<file path="config.mk">
export PLATFORM = sky130hd
export DESIGN_NAME = windowed_watchdog_timer
export DESIGN_NICKNAME = d
export VERILOG_FILES = /design/src/wdt_pkg.sv /design/src/wdt_prescaler.sv /design/src/windowed_watchdog_timer.sv
export SDC_FILE = /design/constraint.sdc
export NUM_CORES = 1
export LEC_CHECK = 0
export ABC_AREA = 1
export BUFFER_PORTS_ARGS = -buffer_cell sky130_fd_sc_hd__buf_2
export CELL_PAD_IN_SITES_DETAIL_PLACEMENT = 0
export CELL_PAD_IN_SITES_GLOBAL_PLACEMENT = 1
export CORE_ASPECT_RATIO = 1.4
export CORE_MARGIN = 1.5
export CORE_UTILIZATION = 39
export CTS_CLUSTER_DIAMETER = 150
export DETAILED_ROUTE_END_ITERATION = 7
export HOLD_SLACK_MARGIN = 0.06
export MAX_ROUTING_LAYER = met4
export PLACE_DENSITY = 0.8
export SLEW_MARGIN = 30
export SYNTH_ARGS = -nofsm -noshare
export SYNTH_HDL_FRONTEND = slang
export SYNTH_SLANG_ARGS = --single-unit
</file>
<file path="constraint.sdc">
create_clock -name clk_sys -period 3.63 [get_ports clk_sys]
set_input_delay 0.5445 -clock clk_sys [delete_from_list [all_inputs] [get_ports clk_sys]]
set_output_delay 0.5445 -clock clk_sys [all_outputs]
set_load 0.01 [all_outputs]
</file>
<file path="src/wdt_pkg.sv">
// constants, register map and encodings for the windowed watchdog
package wdt_pkg;
    // register indices; byte address is four times the index
    localparam logic [7:0] IDX_CONTROL = 8'h16; // watchdog_control
    localparam logic [7:0] IDX_SERVICE = 8'h17; // service_register
    localparam logic [7:0] IDX_STATUS  = 8'h18; // sticky event flags
    localparam logic [7:0] IDX_CLEAR   = 8'h19; // write-one-to-clear
    localparam logic [7:0] IDX_ENABLE  = 8'h1a; // interrupt enables
    localparam logic [7:0] IDX_COUNT   = 8'h1b; // live period count
    localparam int         ADDR_W      = 8;     // decoded address bits

    // control field positions
    localparam int CTL_WINDOW   = 4;            // window_mode_select
    localparam int CTL_SUPPRESS = 3;            // reset_suppress
    localparam int CTL_SEL_HI   = 2;            // period_select msb
    localparam int SEL_W        = 3;            // period_select width

    // reset values
    localparam logic [2:0] SEL_RESET    = 3'h7;
    localparam logic       WINDOW_RESET = 1'b0;

    // service sequence values
    localparam logic [7:0] SVC_FIRST  = 8'h55;
    localparam logic [7:0] SVC_SECOND = 8'haa;

    // status / interrupt bit positions
    localparam int EV_TIMEOUT = 0;              // period expired
    localparam int EV_BADVAL  = 1;              // illegal service value
    localparam int EV_EARLY   = 2;              // write before window
    localparam int EV_CLKMON  = 3;              // clock monitor failure
    localparam int EV_RESTART = 4;              // successful service
    localparam int EV_W       = 5;

    // timing: sys clock 250 MHz, crystal-derived clock near 8 MHz
    localparam int SYS_HZ      = 250_000_000;
    localparam int CRYSTAL_HZ  = 8_000_000;
    localparam int CRYSTAL_DIV = SYS_HZ / CRYSTAL_HZ; // rounds down: 31
    localparam int XDIV_W      = 5;
    localparam int PRE_LOG2    = 11;            // shared prescale 2^11
    localparam int SEL1_LOG2   = 13;            // shortest period 2^13
    localparam int CNT_W       = 13;            // up to 2^23 / 2^11
endpackage : wdt_pkg

</file>
<file path="src/wdt_prescaler.sv">
// free-running crystal clock divider and shared prescale chain
`timescale 1ns/1ns
module wdt_prescaler
    import wdt_pkg::*;
(
    input  wire logic clk_sys,  // system clock
    input  wire logic arst_n,   // async reset, active low
    output logic      crystal_en, // crystal-derived clock enable
    output logic      pre_tick    // one pulse per 2^11 crystal ticks
);
    logic [XDIV_W-1:0]   xdiv_q;   // sys-to-crystal divider
    logic [PRE_LOG2-1:0] pre_q;    // shared prescale chain

    // crystal-derived clock as a one-cycle enable
    always_ff @(posedge clk_sys or negedge arst_n) begin
        if (!arst_n) begin
            xdiv_q     <= '0;
            crystal_en <= 1'b0;
        end else if (xdiv_q == XDIV_W'(CRYSTAL_DIV - 1)) begin
            xdiv_q     <= '0;
            crystal_en <= 1'b1;
        end else begin
            xdiv_q     <= xdiv_q + 1'b1;
            crystal_en <= 1'b0;
        end
    end

    // never cleared by watchdog
    // the chain is shared with the periodic interrupt chain, so a
    // watchdog restart cannot touch it; phase slips up to one step
    always_ff @(posedge clk_sys or negedge arst_n) begin
        if (!arst_n) begin
            pre_q    <= '0;
            pre_tick <= 1'b0;
        end else begin
            pre_tick <= 1'b0;
            if (crystal_en) begin
                pre_q <= pre_q + 1'b1;
                pre_tick <= &pre_q;
            end
        end
    end
endmodule : wdt_prescaler

</file>
<file path="src/windowed_watchdog_timer.sv">
// windowed watchdog timer with apb register access
`timescale 1ns/1ns
module windowed_watchdog_timer
    import wdt_pkg::*;
(
    input  wire logic        clk_sys,       // 250 mhz system clock
    input  wire logic        arst_n,        // async reset, active low
    input  wire logic        special_mode,  // 1: special, 0: normal
    input  wire logic        clk_mon_fail,  // clock monitor failure
    input  wire logic        psel,          // apb select
    input  wire logic        penable,       // apb access phase
    input  wire logic        pwrite,        // apb direction
    input  wire logic [31:0] paddr,         // apb byte address
    input  wire logic [31:0] pwdata,        // apb write data
    output logic      [31:0] prdata,        // apb read data
    output logic             pready,        // apb ready
    output logic             pslverr,       // unmapped address
    output logic             irq,           // level interrupt
    output logic             sys_reset_req  // one-cycle reset request
);
    import wdt_pkg::*;

    // timing chain: the system clock is divided down to a crystal-rate
    // enable, which feeds a free-running prescale chain shared with the
    // periodic interrupt chain; each prescale step advances the period
    // counter by one while a rate is selected
    // hazard: the divider rounds down, so the crystal rate runs a little
    // fast and every period ends slightly early against the nominal
    // figure; a user needing exact periods must retune the divider

    // steps per period: the rate code picks a power of two, and the
    // prescale step is removed; the two longest codes differ by one power
    // period length in prescale ticks for a rate code
    function automatic logic [CNT_W-1:0] period_len(
        input logic [SEL_W-1:0] sel
    );
        logic [CNT_W-1:0] one;
        one = CNT_W'(1);
        case (sel)
            3'h1:    period_len = one << (SEL1_LOG2 - PRE_LOG2);
            3'h2:    period_len = one << (SEL1_LOG2 + 2 - PRE_LOG2);
            3'h3:    period_len = one << (SEL1_LOG2 + 4 - PRE_LOG2);
            3'h4:    period_len = one << (SEL1_LOG2 + 6 - PRE_LOG2);
            3'h5:    period_len = one << (SEL1_LOG2 + 8 - PRE_LOG2);
            3'h6:    period_len = one << (SEL1_LOG2 + 9 - PRE_LOG2);
            3'h7:    period_len = one << (SEL1_LOG2 + 10 - PRE_LOG2);
            default: period_len = '0;       // code 000: off
        endcase
    endfunction : period_len

    // only the low address bits are decoded; upper bits must be zero
    // register index from a byte address, or all ones if unaligned
    function automatic logic [ADDR_W-1:0] reg_index(
        input logic [31:0] a
    );
        if (a[1:0] != 2'h0 || a[31:ADDR_W+2] != '0)
            reg_index = '1;
        else
            reg_index = a[ADDR_W+1:2];
    endfunction : reg_index

    logic                crystal_en;   // crystal-derived clock enable
    logic                pre_tick;     // shared prescale step
    logic                window_q;     // window_mode_select
    logic                suppress_q;   // reset_suppress
    logic [SEL_W-1:0]    sel_q;        // period_select
    logic                locked_q;     // write-once bits used up
    logic                strap_done_q; // mode strap taken
    logic [CNT_W-1:0]    cnt_q;        // prescale ticks since restart
    logic                armed_q;      // first step seen
    logic [EV_W-1:0]     status_q;     // sticky events
    logic [EV_W-1:0]     enable_q;     // interrupt enables
    logic                req_sent_q;   // a request already issued
    logic [ADDR_W-1:0]   idx;          // decoded register index
    logic                mapped;       // address hits a register
    logic                acc;          // transfer completes now
    logic                wr;           // write completes now
    logic [7:0]          wbyte;        // low byte of write data
    logic [CNT_W-1:0]    plen;         // active period length
    logic [CNT_W-1:0]    wstart;       // window opening count
    logic                running;      // period selected
    logic                in_window;    // last quarter reached
    logic                svc_wr;       // write to service register
    logic                ev_timeout;   // period expired
    logic                ev_badval;    // illegal service value
    logic                ev_early;     // service write too soon
    logic                ev_restart;   // valid second step
    logic [EV_W-1:0]     ev_vec;       // event bundle
    logic [EV_W-1:0]     clr_vec;      // software clear bits
    logic                fail;         // any reset cause
    logic [31:0]         rdata;        // read mux

    wdt_prescaler u_pre (
        .clk_sys    (clk_sys),
        .arst_n     (arst_n),
        .crystal_en (crystal_en),
        .pre_tick   (pre_tick)
    );

    // register map, one aligned word each, data in the low byte except the 13-bit count:
    //   control  window select, reset suppress, rate code
    //   service  write-only sequence port, always reads zero
    //   status   sticky events, cleared through the clear word
    //   enable   interrupt mask of the same layout
    //   count    live prescale-step count, read-only
    // anything else, or an unaligned byte address, answers with an error
    // apb decode; request complete when pready already high
    assign idx    = reg_index(paddr);
    assign mapped = (idx == IDX_CONTROL) || (idx == IDX_SERVICE) ||
                    (idx == IDX_STATUS)  || (idx == IDX_CLEAR)   ||
                    (idx == IDX_ENABLE)  || (idx == IDX_COUNT);
    assign acc    = psel && penable && pready;
    assign wr     = acc && pwrite && mapped;
    assign wbyte  = pwdata[7:0];
    assign svc_wr = wr && (idx == IDX_SERVICE);

    assign plen    = period_len(sel_q);
    assign running = (sel_q != '0);
    assign wstart    = plen - (plen >> 2);
    assign in_window = (cnt_q >= wstart);

    // service events; the three write events are single-cycle strobes taken at the
    // completing apb edge, so a write never counts twice; expiry strobes on pre_tick
    // order of checks: a value that is neither sequence step is a bad
    // value first, and only a legal step can be early; this keeps one
    // cause per write in the status word
    // expiry without service
    assign ev_timeout = running && pre_tick && (cnt_q == plen - 1'b1);
    assign ev_badval  = svc_wr && (wbyte != SVC_FIRST) &&
                        (wbyte != SVC_SECOND);
    // 0x55 inside the window is harmless
    assign ev_early   = svc_wr && running && window_q && !in_window &&
                        !ev_badval;
    assign ev_restart = svc_wr && (wbyte == SVC_SECOND) && armed_q &&
                        !ev_early;

    assign ev_vec = {ev_restart, clk_mon_fail, ev_early, ev_badval,
                     ev_timeout};
    assign clr_vec = (wr && idx == IDX_CLEAR) ? pwdata[EV_W-1:0] : '0;
    assign fail    = ev_timeout || ev_badval || ev_early || clk_mon_fail;

    // the answer is registered, so every transfer costs exactly one
    // wait state; read data is captured one edge before completion,
    // which is safe because the master holds the address steady
    // trade-off: a fixed wait state keeps the read mux off the bus path
    // apb handshake: one wait state, then ready for one cycle
    always_ff @(posedge clk_sys or negedge arst_n) begin
        if (!arst_n) begin
            pready  <= 1'b0;
            pslverr <= 1'b0;
            prdata  <= '0;
        end else if (psel && penable && !pready) begin
            pready  <= 1'b1;
            pslverr <= !mapped;
            prdata  <= (pwrite || !mapped) ? '0 : rdata;
        end else begin
            pready  <= 1'b0;
            pslverr <= 1'b0;
            prdata  <= '0;
        end
    end

    // read mux; unused bits read as zero
    always_comb begin
        rdata = '0;
        case (idx)
            IDX_CONTROL: begin
                rdata[CTL_WINDOW]   = window_q;
                rdata[CTL_SUPPRESS] = suppress_q;
                rdata[CTL_SEL_HI:0] = sel_q;
            end
            IDX_SERVICE: rdata = '0;
            IDX_STATUS:  rdata[EV_W-1:0] = status_q;
            IDX_ENABLE:  rdata[EV_W-1:0] = enable_q;
            IDX_COUNT:   rdata[CNT_W-1:0] = cnt_q;
            default:     rdata = '0;    // clear is write-only
        endcase
    end

    // write-once window and rate
    // in normal mode the first control write uses up the lock, even
    // if it rewrites the same values; special mode never locks
    always_ff @(posedge clk_sys or negedge arst_n) begin
        if (!arst_n) begin
            window_q <= WINDOW_RESET;
            sel_q    <= SEL_RESET;
            locked_q <= 1'b0;
        end else if (wr && idx == IDX_CONTROL) begin
            if (special_mode || !locked_q) begin
                window_q <= pwdata[CTL_WINDOW];
                sel_q    <= pwdata[CTL_SEL_HI:0];
            end
            if (!special_mode) begin
                locked_q <= 1'b1;
            end
        end
    end

    // suppress writable only in special
    // mode is a level, so it is caught on the first clocked edge
    // after reset release instead of inside the async branch
    // normal mode can never clear suppress, so a strapped special part
    // keeps its resets off until software changes it or a new reset
    always_ff @(posedge clk_sys or negedge arst_n) begin
        if (!arst_n) begin
            suppress_q   <= 1'b0;
            strap_done_q <= 1'b0;
        end else if (!strap_done_q) begin
            suppress_q   <= special_mode;
            strap_done_q <= 1'b1;
        end else if (wr && idx == IDX_CONTROL && special_mode) begin
            suppress_q <= pwdata[CTL_SUPPRESS];
        end
    end

    // the counter holds at zero while the rate is off, so a later
    // enable always starts a full period; a restart or an expiry
    // clears it, but the shared prescale chain keeps its phase
    // period counter in prescale steps
    always_ff @(posedge clk_sys or negedge arst_n) begin
        if (!arst_n) begin
            cnt_q <= '0;
        end else if (!running || ev_restart || ev_timeout) begin
            cnt_q <= '0;
        end else if (pre_tick) begin
            cnt_q <= cnt_q + 1'b1;
        end
    end

    // limitation: a lone second step is ignored rather than punished unless it lands before the window,
    // and a timeout, bad value or early write drops the armed state so a stale first step
    // cannot complete a later sequence; a clock monitor failure leaves it armed
    // service sequence: first step arms, second completes
    always_ff @(posedge clk_sys or negedge arst_n) begin
        if (!arst_n) begin
            armed_q <= 1'b0;
        end else if (ev_restart || ev_timeout || ev_badval ||
                     ev_early) begin
            armed_q <= 1'b0;
        end else if (svc_wr && wbyte == SVC_FIRST) begin
            armed_q <= 1'b1;
        end
    end

    // the clear word is write-one-to-clear; zero bits leave their
    // flags alone
    // sticky status; a new event wins over a same-cycle clear
    always_ff @(posedge clk_sys or negedge arst_n) begin
        if (!arst_n) begin
            status_q <= '0;
        end else begin
            status_q <= (status_q & ~clr_vec) | ev_vec;
        end
    end

    // enables reset to zero, so no interrupt before software opts in
    // interrupt enables
    always_ff @(posedge clk_sys or negedge arst_n) begin
        if (!arst_n) begin
            enable_q <= '0;
        end else if (wr && idx == IDX_ENABLE) begin
            enable_q <= pwdata[EV_W-1:0];
        end
    end

    // next status is used so the line moves on the same edge as the
    // status word, never a cycle behind it
    // level interrupt from enabled sticky bits
    always_ff @(posedge clk_sys or negedge arst_n) begin
        if (!arst_n) begin
            irq <= 1'b0;
        end else begin
            irq <= |(((status_q & ~clr_vec) | ev_vec) & enable_q);
        end
    end

    // suppress blocks all requests
    // the system is expected to reset us; until then no repeats
    // suppress is read as held before the event edge; a write that
    // sets it in the same cycle as a failure does not stop the request
    always_ff @(posedge clk_sys or negedge arst_n) begin
        if (!arst_n) begin
            sys_reset_req <= 1'b0;
            req_sent_q    <= 1'b0;
        end else begin
            sys_reset_req <= 1'b0;
            if (fail && !suppress_q && !req_sent_q) begin
                sys_reset_req <= 1'b1;
                req_sent_q    <= 1'b1;
            end
        end
    end
endmodule : windowed_watchdog_timer

</file>
After elaboration in Yosys (flattened, before gate mapping)
Cells that the tools add are included.
{"block": "totals", "reg_bits": 86, "wordCells": 127}
{"block": "classes", "addsub": 5, "order_cmp": 1, "n_eq_ne": 20, "mux": 19, "bitwise_logic": 5, "n_reduce_logical": 58}
{"cell": "one-hot mux 13 bit (7 select lines)", "n": 1}
{"cell": "2-to-1 mux 13 bit", "n": 4}
{"cell": "== test 8 x 5 -> 1 bit, second input constant", "n": 6}
{"cell": "logical AND 1 bit", "n": 24}
{"cell": "nonzero test 22 bit", "n": 1}
{"cell": "one-hot mux 5 bit (4 select lines)", "n": 1}
{"cell": "logical OR 1 bit", "n": 16}
{"cell": "2-to-1 mux 8 bit", "n": 2}
{"cell": "adder 13 x 1 -> 13 bit, second input constant", "n": 1}
{"cell": "== test 13 bit", "n": 1}
{"cell": ">= comparator 13 bit", "n": 1}
{"cell": "subtractor 13 x 1 -> 13 bit, second input constant", "n": 1}
{"cell": "subtractor 13 x 11 -> 13 bit", "n": 1}
{"cell": "== test 3 bit, second input constant", "n": 4}
{"cell": "adder 11 x 1 -> 11 bit, second input constant", "n": 1}
{"cell": "AND reduction 11 bit", "n": 1}
{"cell": "AND 5 bit", "n": 2}
{"cell": "2-to-1 mux 5 bit", "n": 2}
{"cell": "zero test 1 bit", "n": 9}
{"cell": "2-to-1 mux 1 bit", "n": 9}
{"cell": "== test 8 x 7 -> 1 bit, second input constant", "n": 1}
{"cell": "== test 8 bit, second input constant", "n": 1}
{"cell": "!= test 8 x 7 -> 1 bit, second input constant", "n": 1}
{"cell": "!= test 8 bit, second input constant", "n": 1}
{"cell": "12 further kinds", "n": 16}

Depth between registers and ports, before layout
Gate-level depths: netlist of run 1.
{"block": "depth", "word_depth": 21, "ltp_mapped": 23}

By module
From an unflattened synthesis of run 1, not the netlist that was laid out.
{"block": "unflattened", "cells_unflattened": 562, "hier_area_um2": 4366.7}
{"mod": "windowed_watchdog_timer", "n_inst": 1, "cells_per_inst": 474, "area_each_um2": 3528.4}
{"mod": "wdt_prescaler", "n_inst": 1, "cells_per_inst": 88, "area_each_um2": 838.3}

Worst setup path before layout of run 1
Ideal clock, no wire load.
{"block": "synth_path", "path_type": "register to register", "from": "register sel_q[2]", "to": "register cnt_q[10]", "arrival_ns": 2.820, "t_required_ns": 3.550, "path_slack_ns": 0.730, "path_stages_with_launch": 18, "path_buffers": 2, "cell_sequence": "dfstp_2 > buf_2 > inv_2 > ha_1 > nor2_1 > nand2_1 > nand2_2 > nand3_1 > xnor2_1 > ha_1 > a211oi_1 > nand3_1 > nor2_1 > nand2_1 > nand2_1 > nand3_2 > buf_6 > nor3_2"}
{"block": "synth_via", "elab_chain_cells": 12, "elab_cells_between_ends": 27, "classes_between": "2 x add/sub; 1 x order compare; 8 x eq/ne; 2 x mux; 14 x reduce/logical"}
{"item": "start: declaration", "line_no": "windowed_watchdog_timer.sv:66", "rtl": "logic [SEL_W-1:0] sel_q;"}
{"item": "start signal: assignment", "line_no": "windowed_watchdog_timer.sv:191", "rtl": "sel_q <= pwdata[CTL_SEL_HI:0];"}
{"item": "== test 3 bit (tied with other cells)", "line_no": "windowed_watchdog_timer.sv:39", "rtl": "case (sel)"}
{"item": "one-hot mux 13 bit (7 select lines)", "line_no": "windowed_watchdog_timer.sv:39"}
{"item": "subtractor 13 x 11 -> 13 bit", "line_no": "windowed_watchdog_timer.sv:119", "rtl": "assign wstart = plen - (plen >> 2);"}
{"item": ">= comparator 13 bit", "line_no": "windowed_watchdog_timer.sv:120", "rtl": "assign in_window = (cnt_q >= wstart);"}
{"item": "zero test 1 bit", "line_no": "windowed_watchdog_timer.sv:132", "rtl": "assign ev_early = svc_wr && running && window_q && !in_window &&"}
{"item": "logical AND 1 bit (2 in a row)", "line_no": "windowed_watchdog_timer.sv:132"}
{"item": "zero test 1 bit", "line_no": "windowed_watchdog_timer.sv:135", "rtl": "!ev_early;"}
{"item": "logical AND 1 bit", "line_no": "windowed_watchdog_timer.sv:134", "rtl": "assign ev_restart = svc_wr && (wbyte == SVC_SECOND) && armed_q &&"}
{"item": "logical OR 1 bit", "line_no": "windowed_watchdog_timer.sv:223", "rtl": "end else if (!running || ev_restart || ev_timeout) begin"}
{"item": "logical OR 1 bit (*)", "line_no": "windowed_watchdog_timer.sv:223"}
{"item": "2-to-1 mux 13 bit or nonzero test 2 bit (tied branches)"}
{"item": "end signal: assignment", "line_no": "windowed_watchdog_timer.sv:226", "rtl": "cnt_q <= cnt_q + 1'b1;"}
{"item": "end: declaration", "line_no": "windowed_watchdog_timer.sv:69", "rtl": "logic [CNT_W-1:0] cnt_q;"}
Every way passes the cells marked *; elsewhere a longest branch is shown, timed or not.
A chain may end at the register's enable or synchronous reset.

Worst setup path after layout of run 1
{"block": "layout_path", "from": "register sel_q[1]", "to": "register cnt_q[8]"}
The elaborated chain is that of the path after synthesis.

==> results.sh, run 1 <==
export IMPL_row_count=44
export IMPL_h_tree_depth=3
export IMPL_max_stage_delay_ns=0.59
export IMPL_tns_ns=0
export IMPL_powerDensity_nw_per_um2=341
export IMPL_yosysMostFrequentCell="nand2_1"
export IMPL_cp_cell_sequence="buf_4, ha_1, nor2_1, nand2_1, nand2_2, ha_1, inv_1, ha_1, nand2_1, nor3_1, nand3_1, nand3_1, nor2_1, nand2_1, nand2_1, nand3_2, buf_4, nor3b_1"
export IMPL_maxCapViolations=0
export IMPL_tightest_slew_ns=0.618
export IMPL_switching_share_pct=22.9
export IMPL_overflow=0
export IMPL_path_clk_slew_ns=0.06
export IMPL_worstPathMaxFanout=13
export IMPL_vdd_ir_drop_max_v=0.000238
export IMPL_whs_ns=0.216
export IMPL_synth_edff_count=0
export IMPL_maxSlewViolCount=0
export IMPL_post_cts_buffers=0
export IMPL_antenna_found_initial=0
export IMPL_layout_nets=699
export IMPL_synth_commonest_cells="nand2_1, nor2_1, dfrtp_1, inv_1, nand3_1"
export IMPL_routed_via_density=4.78
export IMPL_synth_flop_cell="dfrtp_1"
export IMPL_syn_area_um2=4220
export IMPL_grt_max_degree=50
export IMPL_power_frac_clock_pct=51.2
export IMPL_yosys_area_top_type="dfrtp_1"
export IMPL_netlist_area_leader_share_pct=37.9
export IMPL_fin_crit_sh_pct=89.0
export IMPL_port_buffers=63
export IMPL_clk_path_buf_depth=2
export IMPL_yosysSeqAreaShare_pct=39.8
export IMPL_relSlewSlack_pct=58.8
export IMPL_p_seq_share_pct=44.3
export IMPL_firstDrtPassIters=4
export IMPL_hold_buffers=0
export IMPL_grtUsageTotal_pct=18.6
export IMPL_timing_fmax_mhz=310
export IMPL_wl_per_cell_um=13.0
export IMPL_timing_worst_setup_path_type="reg2reg"
export IMPL_start_util_pct=40.4
export IMPL_grt_pass1_vias=3403
export IMPL_drc=0
export IMPL_cp_data_arrival_time_ns=3.47
export IMPL_gp_congestion=0.844
export IMPL_cts_root_buf="clkbuf_16"
export IMPL_hp_class="in2async"
export IMPL_ys_ff_latch=67
export IMPL_async_flop_share_pct=100
export IMPL_setup_viol=0
export IMPL_core_um2=10500
export IMPL_antenna_cells=0
export IMPL_fin_skew_ns=0.0100
export IMPL_die_h_um=126
export IMPL_cts_repair_resized=0
export IMPL_crit_path_end_kind="flop"
export IMPL_dp_hpwl_um=7500
export IMPL_power_leakage_nw=2.52
export IMPL_yosysUniqueCellTypes=39
export IMPL_cts_tree="done"
export IMPL_status="complete, no violations"
export IMPL_clock_sinks=67
export IMPL_dieArea_um2=11500
export IMPL_syn2layout_area_growth_pct=17.8
export IMPL_power_frac_comb_pct=4.5
export IMPL_cp_required_ns=3.87
export IMPL_n_fill_cell=1071
export IMPL_power_switching_uw=388
export IMPL_grt_pass1_wl_um=16200
export IMPL_die_w_um=90.9
export IMPL_wl_um=9670
export IMPL_ys_warn_count=0
export IMPL_cts_inserted_buffers=9
export IMPL_drtIter0Drc=228
export IMPL_cp_start_kind="flop"
export IMPL_hold_violations=0
export IMPL_crit_top_cell="nand2_1"
export IMPL_clk_latency_ns=0.34
export IMPL_crit_slowest_cell="dfstp_2"
export IMPL_antenna_left=0
export IMPL_syn_area_per_cell_um2=8.09
export IMPL_rsz0062_at_grt="false"
export IMPL_layout_min_cycle_time_ns=3.23
export IMPL_io_pins=107
export IMPL_drive_gt1_share_pct=19.1
export IMPL_synthCells=522
export IMPL_synthTopCellsByArea="dfrtp_1, nand2_1, ha_1, nor2_1, nand3_1"
export IMPL_internal_power_mw=1.31
export IMPL_via_count=3558
[through the flow]
step	instances	power, mW	util [%]	instance area [µm²]	worst slack [ns]
4_1_cts	740	1.72	47.3	4950	0.307
2_1_floorplan	540	0.806	-	4290	0.730
6_report	744	1.70	47.6	4980	0.400
5_1_grt	744	1.76	47.6	4980	0.0630
3_5_place_dp	724	0.843	44.5	4650	0.308
3_3_place_gp	724	0.841	44.4	4650	0.412
[cell type report]
class / instances / area [µm²] / area share (%)
multi-input cells: 384 / 2200 / 44.1
well taps: 138 / 173 / 3.47
clock inverters: 6 / 65.1 / 1.31
inverters: 68 / 255 / 5.13
flip-flops and latches: 67 / 1680 / 33.8
clock buffers: 10 / 229 / 4.60
repair buffers: 71 / 378 / 7.59
[kinds of logic after synthesis]
family	synth area share [%]
multiplexers	0.267
XOR/XNOR	5.93
other	0.178
buffers and inverters	9.81
adder cells (fa/ha/maj)	8.00
AND/OR/NAND/NOR	31.5
AO/OA/AOI/OAI	4.56
flip-flops	39.8
[per-layer routing]
metal | GRT usage (%) | vias up | share of wire [%]
met5 | - | - | 0
met4 | 7.35 | 0 | 2.2
met3 | 3.68 | 13 | 3.3
met2 | 32.2 | 70 | 53
met1 | 20.7 | 1655 | 41
li1 | - | 1820 | -
[cells in the final DEF, fill, tap and decap left out, types with 2 or more instances in the layout]
master,netlist,layout
nand2_1,99,99
nor2_1,66,66
inv_1,64,64
dfrtp_1,64,64
buf_2,1,62
nand3_1,48,48
ha_1,27,27
xor2_1,22,22
conb_1,2,20
nor3_1,19,19
nand4_1,13,13
a21oi_1,12,12
o21ai_0,11,11
clkbuf_16,0,9
buf_4,19,9
nor3b_1,5,5
inv_2,4,4
xnor2_1,4,4
nand3_2,4,4
nand2_2,4,4
nor2_4,4,4
a221oi_1,3,3
dfstp_2,3,3
nand3_4,2,2
o221ai_1,2,2
nor4_1,2,2
and3_1,2,2
nand3b_1,2,2
nand4_2,2,2
nor3_2,2,2
clkinv_2,0,2
[critical path: cells and delay by family (launching register included)]
kind	cells	cell delay, ns
fa+ha+maj	3	0.80
flops	1	0.59
simple gates	12	1.36
buf+inv	3	0.36
[power by group through the flow]
stage / clock network [mW] / logic (mW) / registers (mW)
detailed placement: 0 / 0.0786 / 0.765
global placement: 0 / 0.0763 / 0.765
floorplan: 0 / 0.0402 / 0.765
finish: 0.869 / 0.0764 / 0.752
global route: 0.922 / 0.0891 / 0.751
CTS: 0.887 / 0.0786 / 0.751
[sequential cells by signal (all words and copies together), names as in the netlist, 3 cells and up]
name          cells
u_pre.pre_q      11
cnt_q            13
u_pre.xdiv_q      5
prdata           13
sel_q             3
enable_q          5
status_q          5
[final timing paths]
kind | from | endpoint | slack, ns | cells after the start
min | arst_n | cnt_q[10]$_DFFE_PN0P_ | 0.22 | 1
min in group clk_sys | req_sent_q$_DFFE_PN0P_ | sys_reset_req$_DFF_PN0_ | 0.42 | 1
min reg2reg | req_sent_q$_DFFE_PN0P_ | sys_reset_req$_DFF_PN0_ | 0.42 | 1
max in group asynchronous | arst_n | prdata[4]$_DFF_PN0_ | 2.72 | 2
max | sel_q[1]$_DFFE_PN1P_ | cnt_q[8]$_DFFE_PN0P_ | 0.40 | 18
max reg2reg | sel_q[1]$_DFFE_PN1P_ | cnt_q[8]$_DFFE_PN0P_ | 0.40 | 18
(Power assumes the default switching activity.)
==> inputs of run 2 (changes only) <==
HOLD_SLACK_MARGIN = default   (was 0.06)
PLACE_DENSITY = default   (was 0.8)
PLACE_DENSITY_LB_ADDON = 0.1   (was default)
SYNTH_HIERARCHICAL = 1   (was default)
==> run 2 against run 1 <==
Critical endpoint is now cnt_q[4]$_DFFE_PN0P_. Synthesized cell count grew 7.7%. Sequential cell count unchanged. Clock power up 7.1%. Hold slack better by 0.089 ns. Critical path depth is 3 higher. Global-route usage increased by 1.7 points. Sequential share of layout area decreased by 1.9 points. Clock-buffer cell count increased by 2. Critical path type unchanged.
==> results.sh, run 2 <==
export IMPL_status="complete, no violations"
export IMPL_timing_worst_setup_path_type="reg2reg"
export IMPL_yosysUniqueCellTypes=43
export IMPL_antenna_found_initial=0
export IMPL_row_count=45
export IMPL_cts_inserted_buffers=9
export IMPL_powerDensity_nw_per_um2=333
export IMPL_top_regs="cnt_q: 13 flops, prdata: 13 flops, u_pre/pre_q: 11 flops"
export IMPL_cts_root_buf="clkbuf_16"
export IMPL_power_frac_clock_pct=52.9
export IMPL_crit_path_end_kind="flop"
export IMPL_drive_gt1_share_pct=21.7
export IMPL_syn_area_um2=4370
export IMPL_layout_nets=752
export IMPL_fin_cells=800
export IMPL_dpl_cell_count=778
export IMPL_syn2layout_area_growth_pct=20.9
export IMPL_antenna_left=0
export IMPL_port_buffers=63
export IMPL_dp_hpwl_um=8630
export IMPL_maxCapViolations=0
export IMPL_via_count=3789
export IMPL_placed_area_um2=4880
export IMPL_rsz0062_at_grt="false"
export IMPL_ys_ff_latch=67
export IMPL_grt_max_degree=35
export IMPL_dieArea_um2=11800
export IMPL_final_common_cell="nand2_1"
export IMPL_core_um2=10900
export IMPL_syn_area_per_cell_um2=7.77
export IMPL_yosys_area_top_type="dfrtp_1"
export IMPL_whs_ns=0.304
export IMPL_layout_min_cycle_time_ns=3.36
export IMPL_cp_start_kind="flop"
export IMPL_wl_um=10900
export IMPL_clk_latency_ns=0.33
export IMPL_synthTopCellsByArea="dfrtp_1, nand2_1, ha_1, inv_1, nor2_1"
export IMPL_h_tree_depth=3
export IMPL_drtIter0Drc=149
export IMPL_start_util_pct=40.2
export IMPL_maxSlewViolCount=0
export IMPL_final_area_um2=5280
export IMPL_async_flop_share_pct=100
export IMPL_overflow=0
export IMPL_netlist_area_leader_share_pct=36.7
export IMPL_finalPower_mw=1.76
export IMPL_relSlewSlack_pct=46.4
export IMPL_timing_fmax_mhz=297
export IMPL_drc=0
export IMPL_cts_tree="done"
export IMPL_yosysSeqAreaShare_pct=38.5
export IMPL_switching_share_pct=20.6
export IMPL_antenna_cells=0
export IMPL_internal_power_mw=1.40
export IMPL_hold_violations=0
export IMPL_wl_per_cell_um=13.6
export IMPL_tns_ns=0
export IMPL_setup_viol=0
export IMPL_clk_path_buf_depth=2
export IMPL_firstDrtPassIters=4
export IMPL_power_switching_uw=363
export IMPL_fin_skew_ns=0.00492
export IMPL_synth_commonest_cells="nand2_1, inv_1, dfrtp_1"
export IMPL_gp_congestion=0.881
export IMPL_die_w_um=92.4
export IMPL_synth_flop_cell="dfrtp_1"
export IMPL_tightest_slew_ns=0.805
export IMPL_cp_data_arrival_time_ns=3.62
export IMPL_routed_via_density=4.74
export IMPL_clock_sinks=67
export IMPL_synth_edff_count=0
export IMPL_io_pins=107
export IMPL_cp_required_ns=3.88
export IMPL_grtUsageTotal_pct=20.2
export IMPL_p_seq_share_pct=42.7
export IMPL_grt_pass1_wl_um=17800
export IMPL_yosysMostFrequentCell="nand2_1"
export IMPL_grt_pass1_vias=3632
export IMPL_path_clk_slew_ns=0.06
export IMPL_fin_crit_sh_pct=92.6
export IMPL_vdd_ir_drop_max_v=0.000225
export IMPL_final_cell_mix="nand2_1, inv_1, dfrtp_1, buf_2, nor2_1"
export IMPL_ys_warn_count=6
export IMPL_hp_class="in2async"
export IMPL_worstPathMaxFanout=6
export IMPL_power_leakage_nw=2.71
export IMPL_power_frac_comb_pct=4.3
export IMPL_die_h_um=128
export IMPL_synthCells=562
[run 2: final cells by class]
type                            count  area (µm²)
Fill cell                        1119        5590
Multi-Input combinational cell    407        2300
Sequential cell                    67        1680
Timing Repair Buffer               84         473
Inverter                           85         323
Clock buffer                       12         246
Tap cell                          141         176
Clock inverter                      4        73.8
[run 2: per-stage QoR]
stage	util, %	worst slack [ns]
final	48.6	0.268
after global routing	48.6	0.00306
after CTS	47.9	0.144
after detailed placement	44.9	0.168
after global placement	44.9	0.193
after floorplan	-	0.305
[run 2: kinds of logic (layout without fill, tap and decap cells)]
kind of cell	count (synthesis)	after routing	share of synthesized area (%)
AOI/OAI and AO/OA	43	43	5.73
xor gates and xnor gates	17	17	3.41
adders and majority gates	27	27	7.74
buffers and inverters	107	185	11.2
DFF	67	67	38.5
muxes	1	1	0.258
other	2	20	0.172
and+or+nand+nor	298	299	33.0
[run 2: power by group through the flow]
stage	combinational [mW]	sequential, mW	clock [mW]
after global routing	0.0881	0.752	0.995
final	0.0760	0.752	0.931
after detailed placement	0.0776	0.765	0
after floorplan	0.0396	0.765	0
after CTS	0.0779	0.752	0.956
after global placement	0.0763	0.765	0
[run 2: timing repair]
action / CTS / global route
hold buffers: 0 / 0
resized for setup: 0 / 7
buffers inserted: 0 / 5
setup endpoints to repair: 0 / 14
[run 2: path summary, 6_finish.rpt]
kind | startpoint | endpoint | slack (ns) | cells past startpoint
max | sel_q[1]$_DFFE_PN1P_ | cnt_q[4]$_DFFE_PN0P_ | 0.27 | 21
min | arst_n | prdata[2]$_DFF_PN0_ | 0.30 | 1
max reg2reg | sel_q[1]$_DFFE_PN1P_ | cnt_q[4]$_DFFE_PN0P_ | 0.27 | 21
min reg2reg | req_sent_q$_DFFE_PN0P_ | sys_reset_req$_DFF_PN0_ | 0.42 | 1
max in group asynchronous | arst_n | sel_q[0]$_DFFE_PN1P_ | 2.53 | 2
min in group clk_sys | req_sent_q$_DFFE_PN0P_ | sys_reset_req$_DFF_PN0_ | 0.42 | 1
[run 2: routing by layer]
layer / vias up / GRT usage, % / wire [µm]
met5: - / - / 0
met4: 0 / 6.97 / 107
met3: 8 / 3.38 / 258
met2: 56 / 34.6 / 5800
met1: 1767 / 24.0 / 4750
li1: 1958 / - / -
[run 2: worst max-delay path: stages, from the launching register on]
cell and delay [ns]:
dfstp_2 0.54, buf_4 0.14, nand3_1 0.16, ha_1 0.34, o21a_1 0.19, nor2_1 0.11
o21ai_1 0.07, nand2_1 0.06, nand2_1 0.05, nand3b_1 0.11, xnor2_1 0.13, ha_1 0.26
nand2_1 0.07, nand3b_1 0.10, nor2_1 0.12, nand3_1 0.08, nor2_1 0.10, nand2_1 0.12
nand2_4 0.14, nand3_4 0.13, buf_4 0.18, nor3_4 0.09
==> inputs of run 3 (changes only) <==
CORE_UTILIZATION = 40   (was 39)
CTS_BUF_LIST = sky130_fd_sc_hd__clkbuf_4   (was default)
==> run 3 against run 2 <==
Utilization down 1.8 points. Via count down 0.13%. Worst setup slack better by 0.026 ns. Critical path type unchanged. Fmax up 0.78%. Highest routed layer unchanged. Die area down 2.4%. Critical endpoint is now cnt_q[9]$_DFFE_PN0P_. Global-route usage down 0.61 points. Hold slack worse by 0.23 ns. Design area down 4.7%. Sequential power about the same.
==> results.sh, run 3 (synthesis gave the netlist of run 2 again) <==
export IMPL_status="complete, no violations"
export IMPL_maxCapViolations=0
export IMPL_cts_root_buf="clkbuf_4"
export IMPL_timing_fmax_mhz=300
export IMPL_gp_congestion=0.840
export IMPL_tns_ns=0
export IMPL_hp_class="in2async"
export IMPL_path_buf_inv=2
export IMPL_layout_nets=746
export IMPL_whs_ns=0.0772
export IMPL_hold_buffers=0
export IMPL_vdd_ir_drop_max_v=0.000130
export IMPL_routed_via_density=4.77
export IMPL_cts_inserted_buffers=9
export IMPL_final_area_um2=5030
export IMPL_clk_latency_ns=0.42
export IMPL_port_buffers=63
export IMPL_start_util_pct=40.6
export IMPL_die_h_um=127
export IMPL_dieArea_um2=11600
export IMPL_overflow=0
export IMPL_drtIter0Drc=130
export IMPL_top_regs="cnt_q: 13 flops, prdata: 13 flops, u_pre/pre_q: 11 flops"
export IMPL_dp_hpwl_um=8350
export IMPL_relSlewSlack_pct=61.3
export IMPL_clock_sinks=67
export IMPL_worstPathMaxFanout=6
export IMPL_io_pins=107
export IMPL_core_um2=10800
export IMPL_antenna_left=0
export IMPL_finish_utilization_pct=46.8
export IMPL_critPathTopFamily="simple AND/OR/NAND/NOR gates"
export IMPL_finalPower_mw=1.26
export IMPL_crit_top_cell="nand2_1"
export IMPL_cp_start_kind="flop"
export IMPL_syn2layout_area_growth_pct=15.2
export IMPL_row_count=45
export IMPL_drive_gt1_share_pct=21.3
export IMPL_setup_viol=0
export IMPL_drc=0
export IMPL_final_common_cell="nand2_1"
export IMPL_fin_crit_sh_pct=91.9
export IMPL_die_w_um=91.3
export IMPL_powerDensity_nw_per_um2=251
export IMPL_grt_pass1_vias=3556
export IMPL_wl_per_cell_um=13.5
export IMPL_final_cell_mix="nand2_1, inv_1, dfrtp_1, buf_2, nor2_1"
export IMPL_grt_max_degree=45
export IMPL_firstDrtPassIters=4
export IMPL_cp_required_ns=4.00
export IMPL_crit_path_end_kind="flop"
export IMPL_n_fill_cell=1136
export IMPL_grt_pass1_wl_um=17100
export IMPL_cp_cell_sequence="buf_4, nand3_2, ha_1, o21a_1, nor2_1, o21ai_0, nand2_1, nand2_1, nand3b_1, xnor2_1, ha_1, nand2_1, nand3b_1, nor2_1, nand3_1, nor2_1, nand2_1, nand2_4, nand3_4, buf_4, nor2_2"
export IMPL_wl_um=10700
export IMPL_grtUsageTotal_pct=19.6
export IMPL_path_clk_slew_ns=0.12
export IMPL_clk_path_buf_depth=2
export IMPL_cts_tree="done"
export IMPL_fin_skew_ns=0.0156
export IMPL_h_tree_depth=3
export IMPL_power_leakage_nw=2.58
export IMPL_timing_worst_setup_path_type="reg2reg"
export IMPL_placed_area_um2=4830
export IMPL_crit_slowest_cell="dfstp_2"
export IMPL_antenna_found_initial=1
export IMPL_max_stage_delay_ns=0.56
export IMPL_layout_min_cycle_time_ns=3.34
export IMPL_tightest_slew_ns=0.580
export IMPL_via_count=3784
export IMPL_cp_data_arrival_time_ns=3.71
export IMPL_maxSlewViolCount=0
export IMPL_hold_violations=0
-- run 3: repair_timing --
item | 4_1_cts | 5_1_grt
buffers inserted | 0 | 6
setup endpoints to repair | 0 | 16
resized for setup | 0 | 9
-- run 3: cell type report --
type / count / area [µm²] / share of cell area [%]
multi-input cells: 407 / 2310 / 45.9
well taps: 141 / 176 / 3.51
clock buffers: 9 / 67.6 / 1.34
diodes: 1 / 2.50 / 0.0498
clock inverters: 6 / 41.3 / 0.821
inverters: 85 / 323 / 6.42
repair buffers: 78 / 428 / 8.51
flip-flops and latches: 67 / 1680 / 33.4
-- run 3: final timing paths --
path	startpoint	endpoint	slack (ns)	cells after the start
worst max register to register	sel_q[1]$_DFFE_PN1P_	cnt_q[9]$_DFFE_PN0P_	0.29	21
max in group asynchronous	arst_n	sel_q[0]$_DFFE_PN1P_	2.56	2
worst min-delay path	arst_n	prdata[10]$_DFF_PN0_	0.08	1
worst min register to register	req_sent_q$_DFFE_PN0P_	sys_reset_req$_DFF_PN0_	0.42	1
min in group clk_sys	pwdata[1]	sel_q[1]$_DFFE_PN1P_	0.35	3
worst max-delay path	sel_q[1]$_DFFE_PN1P_	cnt_q[9]$_DFFE_PN0P_	0.29	21
-- run 3: power breakdown --
part	switching (mW)	internal (mW)
clock	0.299	0.137
sequential	0.00158	0.749
combinational	0.0492	0.0252
total	0.350	0.911
-- run 3: through the flow --
stage                     setup WS, ns  instances
after floorplan                  0.305        580
after global placement           0.134        771
after detailed placement        0.0904        771
after CTS                       0.0465        786
after global routing          -0.00994        794
final                            0.294        794
-- run 3: routing by layer --
| metal | up-vias | track usage (%) | wire [µm] |
|---|---|---|---|
| li1 | 1945 | - | - |
| met1 | 1752 | 23.0 | 4680 |
| met2 | 69 | 33.0 | 5420 |
| met3 | 18 | 3.54 | 312 |
| met4 | 0 | 8.09 | 331 |
| met5 | - | - | 0 |
